**src/pkg/sas_pkg.sv**
```systemverilog
// constants and types shared by the converter sequencer
package sas_pkg;

  ////////////////////////////////////////////////////////////////////////////
  // clock and conversion timing
  localparam int unsigned CLK_FREQ_KHZ      = 125000;
  localparam int unsigned CONV_MIN_FREQ_KHZ = 1000;
  localparam int unsigned CONV_MAX_GAP_CYC  = CLK_FREQ_KHZ / CONV_MIN_FREQ_KHZ;
  localparam int unsigned CONV_TICKS        = 32;
  localparam logic [4:0]  CNT_RST           = 5'h00;
  localparam logic [4:0]  CNT_LAST          = 5'(CONV_TICKS - 1);
  localparam logic [4:0]  ACQ_LAST          = 5'h07;
  localparam logic [1:0]  PH_RST            = 2'h0;
  localparam logic [1:0]  PH_DECIDE         = 2'h2;
  localparam logic [2:0]  BIT_MSB           = 3'h7;
  localparam logic [7:0]  TRIAL_MSB         = 8'h80;
  localparam logic [7:0]  ZERO_CODE         = 8'h00;
  localparam logic [5:0]  AGE_RST           = 6'h00;
  localparam logic [5:0]  AGE_MAX           = 6'h3F;

  ////////////////////////////////////////////////////////////////////////////
  // register map
  localparam logic [1:0]  REG_CTRL_OFS      = 2'h0;
  localparam logic [1:0]  REG_RESULT_OFS    = 2'h1;
  localparam int unsigned CTRL_DONE_BIT     = 7;
  localparam int unsigned CTRL_RC_BIT       = 6;
  localparam int unsigned CTRL_PWR_BIT      = 5;
  localparam logic [4:0]  CHAN_RST          = 5'h00;
  localparam logic [7:0]  RESULT_RST        = 8'h00;
  localparam logic [7:0]  RDATA_RST         = 8'h00;

  ////////////////////////////////////////////////////////////////////////////
  // channel codes and multiplexer select
  localparam int unsigned SRC_W             = 9;
  localparam logic [4:0]  CH_EXT_LAST       = 5'h04;
  localparam logic [4:0]  CH_UPPER          = 5'h10;
  localparam logic [4:0]  CH_MID            = 5'h11;
  localparam logic [4:0]  CH_LOWER          = 5'h12;
  localparam logic [4:0]  CH_TEST           = 5'h13;
  localparam logic [8:0]  SRC_NONE          = 9'h000;
  localparam logic [8:0]  SRC_ONE           = 9'h001;

  typedef enum logic [1:0] {
    ST_IDLE,
    ST_ACQ,
    ST_BITS
  } sas_state_t;

endpackage : sas_pkg

```
**src/core/sas_top.sv**
```systemverilog
// successive-approximation converter sequencer with register port
//
// The implementer's own choices: the address map and strobed register access.
`timescale 1ns/10ps
module sas_top
  import sas_pkg::*;
(
  // clock and reset
  input  wire logic                ref_clk_i,
  input  wire logic                nrst_i,
  // register port
  input  wire logic [1:0]          addr_i,
  input  wire logic [7:0]          wr_data_i,
  input  wire logic                wr_en_i,
  input  wire logic                rd_en_i,
  output logic      [7:0]          rd_data_o,
  // operating modes
  input  wire logic                stop_i,
  input  wire logic                wait_i,
  input  wire logic                single_chip_i,
  // rc oscillator
  input  wire logic                rc_osc_i,
  output logic                     rc_osc_en_o,
  // analog side
  input  wire logic                cmp_i,
  output logic      [7:0]          dac_code_o,
  output logic                     sample_o,
  output logic      [sas_pkg::SRC_W-1:0] mux_sel_o,
  output logic                     cmp_en_o,
  output logic                     pump_en_o
);
  import sas_pkg::*;

  typedef struct packed {
    sas_state_t       state;
    logic [4:0]       cnt;
    logic [1:0]       ph;
    logic [2:0]       bitn;
    logic [7:0]       trial;
    logic             done_flag;
    logic             rc_sel;
    logic             pwr_on;
    logic [4:0]       chan;
    logic [7:0]       result;
    logic [7:0]       rd_data;
    logic             sample;
    logic [SRC_W-1:0] mux_sel;
    logic             cmp_en;
    logic             pump_en;
    logic             rc_en;
    logic             rc_s1;
    logic             rc_s2;
    logic             rc_s3;
    logic             rc_lvl;
    logic [5:0]       smp_age;
  } sas_st_t;

  sas_st_t st_r;
  sas_st_t st_nxt;

  logic       ctrl_wr;
  logic       res_rd;
  logic       rc_edge;
  logic       tick;
  logic       done_ev;
  logic [7:0] trial_dec;
  logic [7:0] final_code;

  ////////////////////////////////////////////////////////////////////////////
  // channel code to one-hot multiplexer select
  function automatic logic [SRC_W-1:0] chan_dec(input logic [4:0] ch);
    logic [SRC_W-1:0] sel;
    sel = SRC_NONE;
    if (ch <= CH_EXT_LAST)
    begin
      sel = SRC_ONE << ch;
    end
    else if (ch >= CH_UPPER && ch <= CH_TEST)
    begin
      sel = SRC_ONE << (ch - CH_UPPER + 5'(CH_EXT_LAST + 5'h01));
    end
    return sel;
  endfunction : chan_dec

  ////////////////////////////////////////////////////////////////////////////
  // next state
  always_comb
  begin
    st_nxt  = st_r;
    ctrl_wr = wr_en_i && (addr_i == REG_CTRL_OFS);
    res_rd  = rd_en_i && (addr_i == REG_RESULT_OFS);

    // rc clock pin: three stages, edge once stages two and three agree
    st_nxt.rc_s1 = rc_osc_i;
    st_nxt.rc_s2 = st_r.rc_s1;
    st_nxt.rc_s3 = st_r.rc_s2;
    if (st_r.rc_s2 == st_r.rc_s3)
    begin
      st_nxt.rc_lvl = st_r.rc_s3;
    end
    rc_edge = (st_r.rc_s2 == st_r.rc_s3) && st_r.rc_s3 && !st_r.rc_lvl;
    tick    = st_r.rc_sel ? rc_edge : 1'b1;

    // one comparison step of the search
    trial_dec = st_r.trial;
    if (!cmp_i)
    begin
      trial_dec[st_r.bitn] = 1'b0;
    end
    if (st_r.bitn != 3'h0)
    begin
      trial_dec[st_r.bitn - 3'h1] = 1'b1;
    end
    final_code = (single_chip_i && st_r.chan == CH_TEST) ? ZERO_CODE
                                                         : trial_dec;

    done_ev = (st_r.state == ST_BITS) && tick && (st_r.cnt == CNT_LAST)
              && (st_r.ph == PH_DECIDE) && !stop_i && !ctrl_wr;

    st_nxt.sample = 1'b0;
    case (st_r.state)
      ST_IDLE:
      begin
        st_nxt.cnt = CNT_RST;
      end
      ST_ACQ:
      begin
        if (tick)
        begin
          st_nxt.sample = (st_r.cnt == CNT_RST);
          st_nxt.cnt    = st_r.cnt + 5'h01;
          if (st_r.cnt == ACQ_LAST)
          begin
            st_nxt.state = ST_BITS;
            st_nxt.trial = TRIAL_MSB;
            st_nxt.bitn  = BIT_MSB;
            st_nxt.ph    = PH_RST;
          end
        end
      end
      ST_BITS:
      begin
        if (tick)
        begin
          st_nxt.cnt = st_r.cnt + 5'h01;
          if (st_r.ph == PH_DECIDE)
          begin
            st_nxt.trial = trial_dec;
            st_nxt.bitn  = st_r.bitn - 3'h1;
            st_nxt.ph    = PH_RST;
          end
          else
          begin
            st_nxt.ph = st_r.ph + 2'h1;
          end
          if (st_r.cnt == CNT_LAST)
          begin
            st_nxt.state = ST_ACQ;
            st_nxt.trial = ZERO_CODE;
            st_nxt.cnt   = CNT_RST;
          end
        end
      end
      default:
      begin
        st_nxt.state = ST_IDLE;
      end
    endcase

    // completion: result overwritten, flag set wins over a result-read clear; a control write blocks completion
    if (done_ev)
    begin
      st_nxt.result = final_code;
    end
    st_nxt.done_flag = done_ev
                       || (st_r.done_flag && !(ctrl_wr || res_rd));

    // control write restarts the sequence, or idles it when the power bit is clear
    if (ctrl_wr)
    begin
      st_nxt.rc_sel = wr_data_i[CTRL_RC_BIT];
      st_nxt.pwr_on = wr_data_i[CTRL_PWR_BIT];
      st_nxt.chan   = wr_data_i[4:0];
      st_nxt.state  = wr_data_i[CTRL_PWR_BIT] ? ST_ACQ : ST_IDLE;
      st_nxt.cnt    = CNT_RST;
      st_nxt.ph     = PH_RST;
      st_nxt.trial  = ZERO_CODE;
      st_nxt.sample = 1'b0;
    end

    // stop aborts the conversion, keeps registers, restarts on exit
    if (stop_i && st_nxt.state != ST_IDLE)
    begin
      st_nxt.state  = ST_ACQ;
      st_nxt.cnt    = CNT_RST;
      st_nxt.trial  = ZERO_CODE;
      st_nxt.sample = 1'b0;
    end

    // register read data, valid only in the cycle after the strobe
    st_nxt.rd_data = RDATA_RST;
    if (rd_en_i)
    begin
      case (addr_i)
        REG_CTRL_OFS:
        begin
          st_nxt.rd_data = {st_r.done_flag, st_r.rc_sel, st_r.pwr_on, st_r.chan};
        end
        REG_RESULT_OFS:
        begin
          st_nxt.rd_data = st_r.result;
        end
        default:
        begin
          st_nxt.rd_data = RDATA_RST;
        end
      endcase
    end

    // analog enables
    st_nxt.mux_sel = chan_dec(st_nxt.chan);
    st_nxt.cmp_en  = st_nxt.pwr_on && !stop_i;
    st_nxt.pump_en = st_nxt.pwr_on && !stop_i;
    st_nxt.rc_en   = st_nxt.rc_sel && !stop_i;

    // cycles since the last sample pulse
    if (st_r.sample)
    begin
      st_nxt.smp_age = 6'h01;
    end
    else if (st_r.smp_age != AGE_MAX)
    begin
      st_nxt.smp_age = st_r.smp_age + 6'h01;
    end
  end

  ////////////////////////////////////////////////////////////////////////////
  // state register
  always_ff @(posedge ref_clk_i or negedge nrst_i)
  begin
    if (!nrst_i)
    begin
      st_r <= '{state: ST_IDLE, cnt: CNT_RST, ph: PH_RST, bitn: BIT_MSB,
                trial: ZERO_CODE, chan: CHAN_RST, result: RESULT_RST,
                rd_data: RDATA_RST, mux_sel: SRC_ONE, smp_age: AGE_RST,
                default: 1'b0};
    end
    else
    begin
      st_r <= st_nxt;
    end
  end

  assign rd_data_o   = st_r.rd_data;
  assign dac_code_o  = st_r.trial;
  assign sample_o    = st_r.sample;
  assign mux_sel_o   = st_r.mux_sel;
  assign cmp_en_o    = st_r.cmp_en;
  assign pump_en_o   = st_r.pump_en;
  assign rc_osc_en_o = st_r.rc_en;

  ////////////////////////////////////////////////////////////////////////////
  // checks
  conv_len_a: assert property (
    @(posedge ref_clk_i) disable iff (!nrst_i)
    $rose(st_r.done_flag) && !st_r.rc_sel |-> st_r.smp_age == 6'(CONV_TICKS - 1))
    else $error("bus-clock conversion not 32 cycles");

  repeat_conv_a: assert property (
    @(posedge ref_clk_i) disable iff (!nrst_i)
    done_ev && !st_r.rc_sel ##1 (!wr_en_i && !stop_i)[*2] |-> sample_o)
    else $error("continuous conversion did not restart");

  flag_set_a: assert property (
    @(posedge ref_clk_i) disable iff (!nrst_i)
    done_ev |=> st_r.done_flag && st_r.result == $past(final_code))
    else $error("done flag or result missing after conversion");

  result_change_a: assert property (
    @(posedge ref_clk_i) disable iff (!nrst_i)
    $changed(st_r.result) |-> st_r.done_flag && $past(st_r.state) == ST_BITS)
    else $error("result changed without completion");

  flag_clear_a: assert property (
    @(posedge ref_clk_i) disable iff (!nrst_i)
    (ctrl_wr || res_rd) && !done_ev |=> !st_r.done_flag)
    else $error("done flag not cleared by access");

  test_chan_a: assert property (
    @(posedge ref_clk_i) disable iff (!nrst_i)
    done_ev && single_chip_i && st_r.chan == CH_TEST |=> st_r.result == ZERO_CODE)
    else $error("test channel not zero in single-chip mode");

  stop_off_a: assert property (
    @(posedge ref_clk_i) disable iff (!nrst_i)
    stop_i |=> !cmp_en_o && !pump_en_o && !sample_o && $stable(st_r.result))
    else $error("stop mode left analog on or changed result");

  stop_rc_a: assert property (
    @(posedge ref_clk_i) disable iff (!nrst_i)
    stop_i && !wr_en_i |=> !rc_osc_en_o && st_r.pwr_on == $past(st_r.pwr_on))
    else $error("stop mode left rc running or dropped power bit");

  rc_tick_a: assert property (
    @(posedge ref_clk_i) disable iff (!nrst_i)
    st_r.rc_sel && !rc_edge && !wr_en_i && !stop_i |=> $stable(st_r.cnt))
    else $error("conversion advanced without rc edge");

  wait_keep_a: assert property (
    @(posedge ref_clk_i) disable iff (!nrst_i)
    wait_i && st_r.done_flag && !wr_en_i && !rd_en_i |=> st_r.done_flag)
    else $error("done flag lost in wait mode");

  chan_sel_a: assert property (
    @(posedge ref_clk_i) disable iff (!nrst_i)
    st_r.chan == CH_UPPER |-> mux_sel_o == 9'h020)
    else $error("bad channel select");

  sel_onehot_a: assert property (
    @(posedge ref_clk_i) disable iff (!nrst_i)
    $onehot0(mux_sel_o))
    else $error("channel select not one-hot");

endmodule : sas_top

```
**config.mk**
```make
export PLATFORM = sky130hd
export DESIGN_NAME = sas_top
export DESIGN_NICKNAME = d
export VERILOG_FILES = /design/src/pkg/sas_pkg.sv /design/src/core/sas_top.sv
export SDC_FILE = /design/constraint.sdc
export NUM_CORES = 1
export LEC_CHECK = 0
export BUFFER_PORTS_ARGS = -buffer_cell sky130_fd_sc_hd__clkbuf_2
export CAP_MARGIN = 5
export CORE_MARGIN = 2
export CORE_UTILIZATION = 37
export CTS_CLUSTER_DIAMETER = 80
export DETAILED_ROUTE_END_ITERATION = 16
export PLACE_DENSITY = 0.64
export SLEW_MARGIN = 25
export SYNTH_ARGS = -nofsm -noshare
export SYNTH_HDL_FRONTEND = slang
export SYNTH_SLANG_ARGS = --single-unit
```
**constraint.sdc**
```tcl
create_clock -name ref_clk_i -period 3.3 [get_ports ref_clk_i]
set_input_delay 0 -clock ref_clk_i [delete_from_list [all_inputs] [get_ports ref_clk_i]]
set_output_delay 0 -clock ref_clk_i [all_outputs]
set_load 0.05 [all_outputs]
```
==> metrics <==
outcome=finished clean; Synth area leaders=dfrtp_1, buf_4, ha_1; top cells by count, synth=dfrtp_1, nor2_1, buf_4; synth warn=0; wire length per cell=14.6 µm; Post-DRT Antenna Nets=0; depth of the CTS H-tree=3; flops & latches, synth=60; clk_lat worst skew=0.34 ns; # resized after CTS=0; max-slew violation count=0; count leader, synth=dfrtp_1; EDFF count, synth=0; hold slack=0.0397 ns; largest net degree at the start of global routing=39; Post-layout nets=378; f_max=414 MHz; Yosys cell types=51; setup TNS=0 ns; DIE HEIGHT=97.2 µm; synth-to-layout area growth=10.4%; Num Clock Sinks=60; clk slew on worst S/H paths=0.07 ns; input/output buffers=45; Starting Density=37.4%; Slew @ Worst Pin=0.691 ns; Hold WC Path Type=primary input to register; crit path DAT=2.68 ns; DR vias/cell=5.14; violation count after the first detailed-routing iteration=111; row count=34; leading area contributor after synthesis=dfrtp_1; Period minus WS final=2.42 ns; top_reg_cell synth=dfrtp_1; crit end category=register; Slew headroom=53.9%; number of global-route vias before repair=2375; n_diodes=0; unrepaired setup endpoints after global routing=no; antenna violations before repair=0; Final period util=73.2%; ys async rst share=100%; first-pass GRT wire length=11300 µm; LEAKAGE=0.00169 µW; share of layout cells above drive strength 1=22.4%; skew final=0.00412 ns; GPL Wtd Cong=0.864; GRT Total Usage=14.9%; Worst VDD drop=0.185 mV; kind of critical path=register to register; DRT Pass-1 Iters=4; Final Setup Violations=0; Worst setup SP type=register; DRC Markers=0; final wirelength=6710 µm; post-synth top area share=43.6%; PD cells=525 nW/µm²; Root Buffer=clkbuf_8; Num CTS Buffers=9; die area=9450 µm²; DP HPWL=4820 µm; vias=2365; Max Cap Viol=0; GRT overflow=0; IO Count=48; clk buf depth=2; Core ar.=8590 µm²; highest net fanout along the worst path=13; syn avg cell area=9.96 µm²; Horiz. Die Dim=97.2 µm; mapped cell area=3220 µm²; synthesized instance count=323; Syn Nets=354; CTS tree=built; Seq/Total Area, Yosys=46.8%; Final Hold Fails=0; CP required=3.57 ns
==> power by group <==
group / total (µW) / internal, µW / switching (µW)
clock: 583 / 291 / 292
sequential: 835 / 791 / 44.8
combinational: 445 / 137 / 308
total: 1860 / 1220 / 646
==> worst max-delay path, stage by stage (launching register included) <==
cell and delay (ns):
dfrtp_1 0.43, inv_1 0.12, ha_1 0.42, nor2_1 0.14, a221oi_2 0.42, and4_1 0.43, a21bo_2 0.26, a21oi_1 0.13
==> placed cells by master, fill, tap and decap left out, types with 4 or more instances in the layout <==
| master | Yosys | layout |
|---|---|---|
| a21o_1 | 4 | 4 |
| a21oi_1 | 20 | 20 |
| a22o_1 | 10 | 10 |
| a22oi_1 | 6 | 6 |
| clkbuf_2 | 0 | 45 |
| clkbuf_8 | 0 | 10 |
| dfrtp_1 | 56 | 56 |
| dfstp_2 | 4 | 4 |
| dlygate4sd3_1 | 0 | 6 |
| ha_1 | 12 | 12 |
| inv_1 | 18 | 18 |
| mux2i_1 | 13 | 13 |
| nand2_1 | 16 | 16 |
| nand2b_1 | 8 | 8 |
| nand3_1 | 6 | 6 |
| nand4_1 | 6 | 6 |
| nor2_1 | 35 | 35 |
| nor3_1 | 10 | 10 |
| o21ai_0 | 12 | 12 |
| or3_1 | 4 | 4 |
==> final timing paths <==
check,start,to,slack (ns),cells after the start
min in group asynchronous,nrst_i,mux_sel_o[8],0.19,2
max in group asynchronous,nrst_i,st_r[55],2.21,3
hold reg to reg,st_nxt[8],st_nxt[7],0.35,0
setup / recovery,st_r[65],dac_code_o[5],0.88,7
hold / removal,wr_data_i[4],st_r[43],0.04,3
setup reg to reg,st_r[65],dac_code_o[5],0.88,7
==> final cells by class <==
| cell class | instances | area, µm² |
|---|---|---|
| fillers | 846 | 5040 |
| repair buffers | 54 | 308 |
| multi-input cells | 204 | 1360 |
| clock buffers | 12 | 145 |
| inverters | 18 | 67.6 |
| well taps | 108 | 135 |
| flip-flops and latches | 60 | 1510 |
| clock inverters | 4 | 25.0 |
==> through the flow <==
| stage | utilization, % | total power (µW) | instances | worst slack [ns] | area [µm²] |
|---|---|---|---|---|---|
| detailed placement | 38.6 | 1290 | 438 | 0.786 | 3320 |
| global route | 41.3 | 1960 | 460 | 0.699 | 3550 |
| CTS | 41.3 | 1880 | 460 | 0.923 | 3550 |
| global placement | 38.6 | 1280 | 438 | 0.856 | 3320 |
| finish | 41.3 | 1860 | 460 | 0.883 | 3550 |
| floorplan | - | 1190 | 323 | 1.10 | 3220 |
==> cells by family (layout without fill, tap and decap cells) <==
logic type | after synthesis | count (layout) | synth area share (%)
flops | 60 | 60 | 46.8
mux | 16 | 16 | 5.10
compound gates | 73 | 73 | 16.2
simple gates | 103 | 103 | 16.4
fa+ha+maj | 12 | 12 | 4.67
buf+inv | 59 | 88 | 10.7
==> what timing repair did <==
action                                 CTS  global route
setup buffers                            0             0
endpoints found under the hold margin   27             0
hold buffers                             6             0
==> metal layers <==
| metal | vias up | part of all wire, % | track usage [%] |
|---|---|---|---|
| met5 | - | 0 | 0 |
| met4 | 0 | 2.4 | 6.94 |
| met3 | 11 | 4.0 | 4.03 |
| met2 | 46 | 48 | 24.6 |
| met1 | 1142 | 45 | 18.1 |
| li1 | 1166 | - | - |
==> registers in the layout, indices dropped and copies added, names as in the netlist <==
signal and count:
dac_code_o 8, st_nxt 2, pump_en_o 1, rd_data_o 8
sample_o 1, st_r 30, mux_sel_o 9, rc_osc_en_o 1
Power figures use the tool's default switching activity.
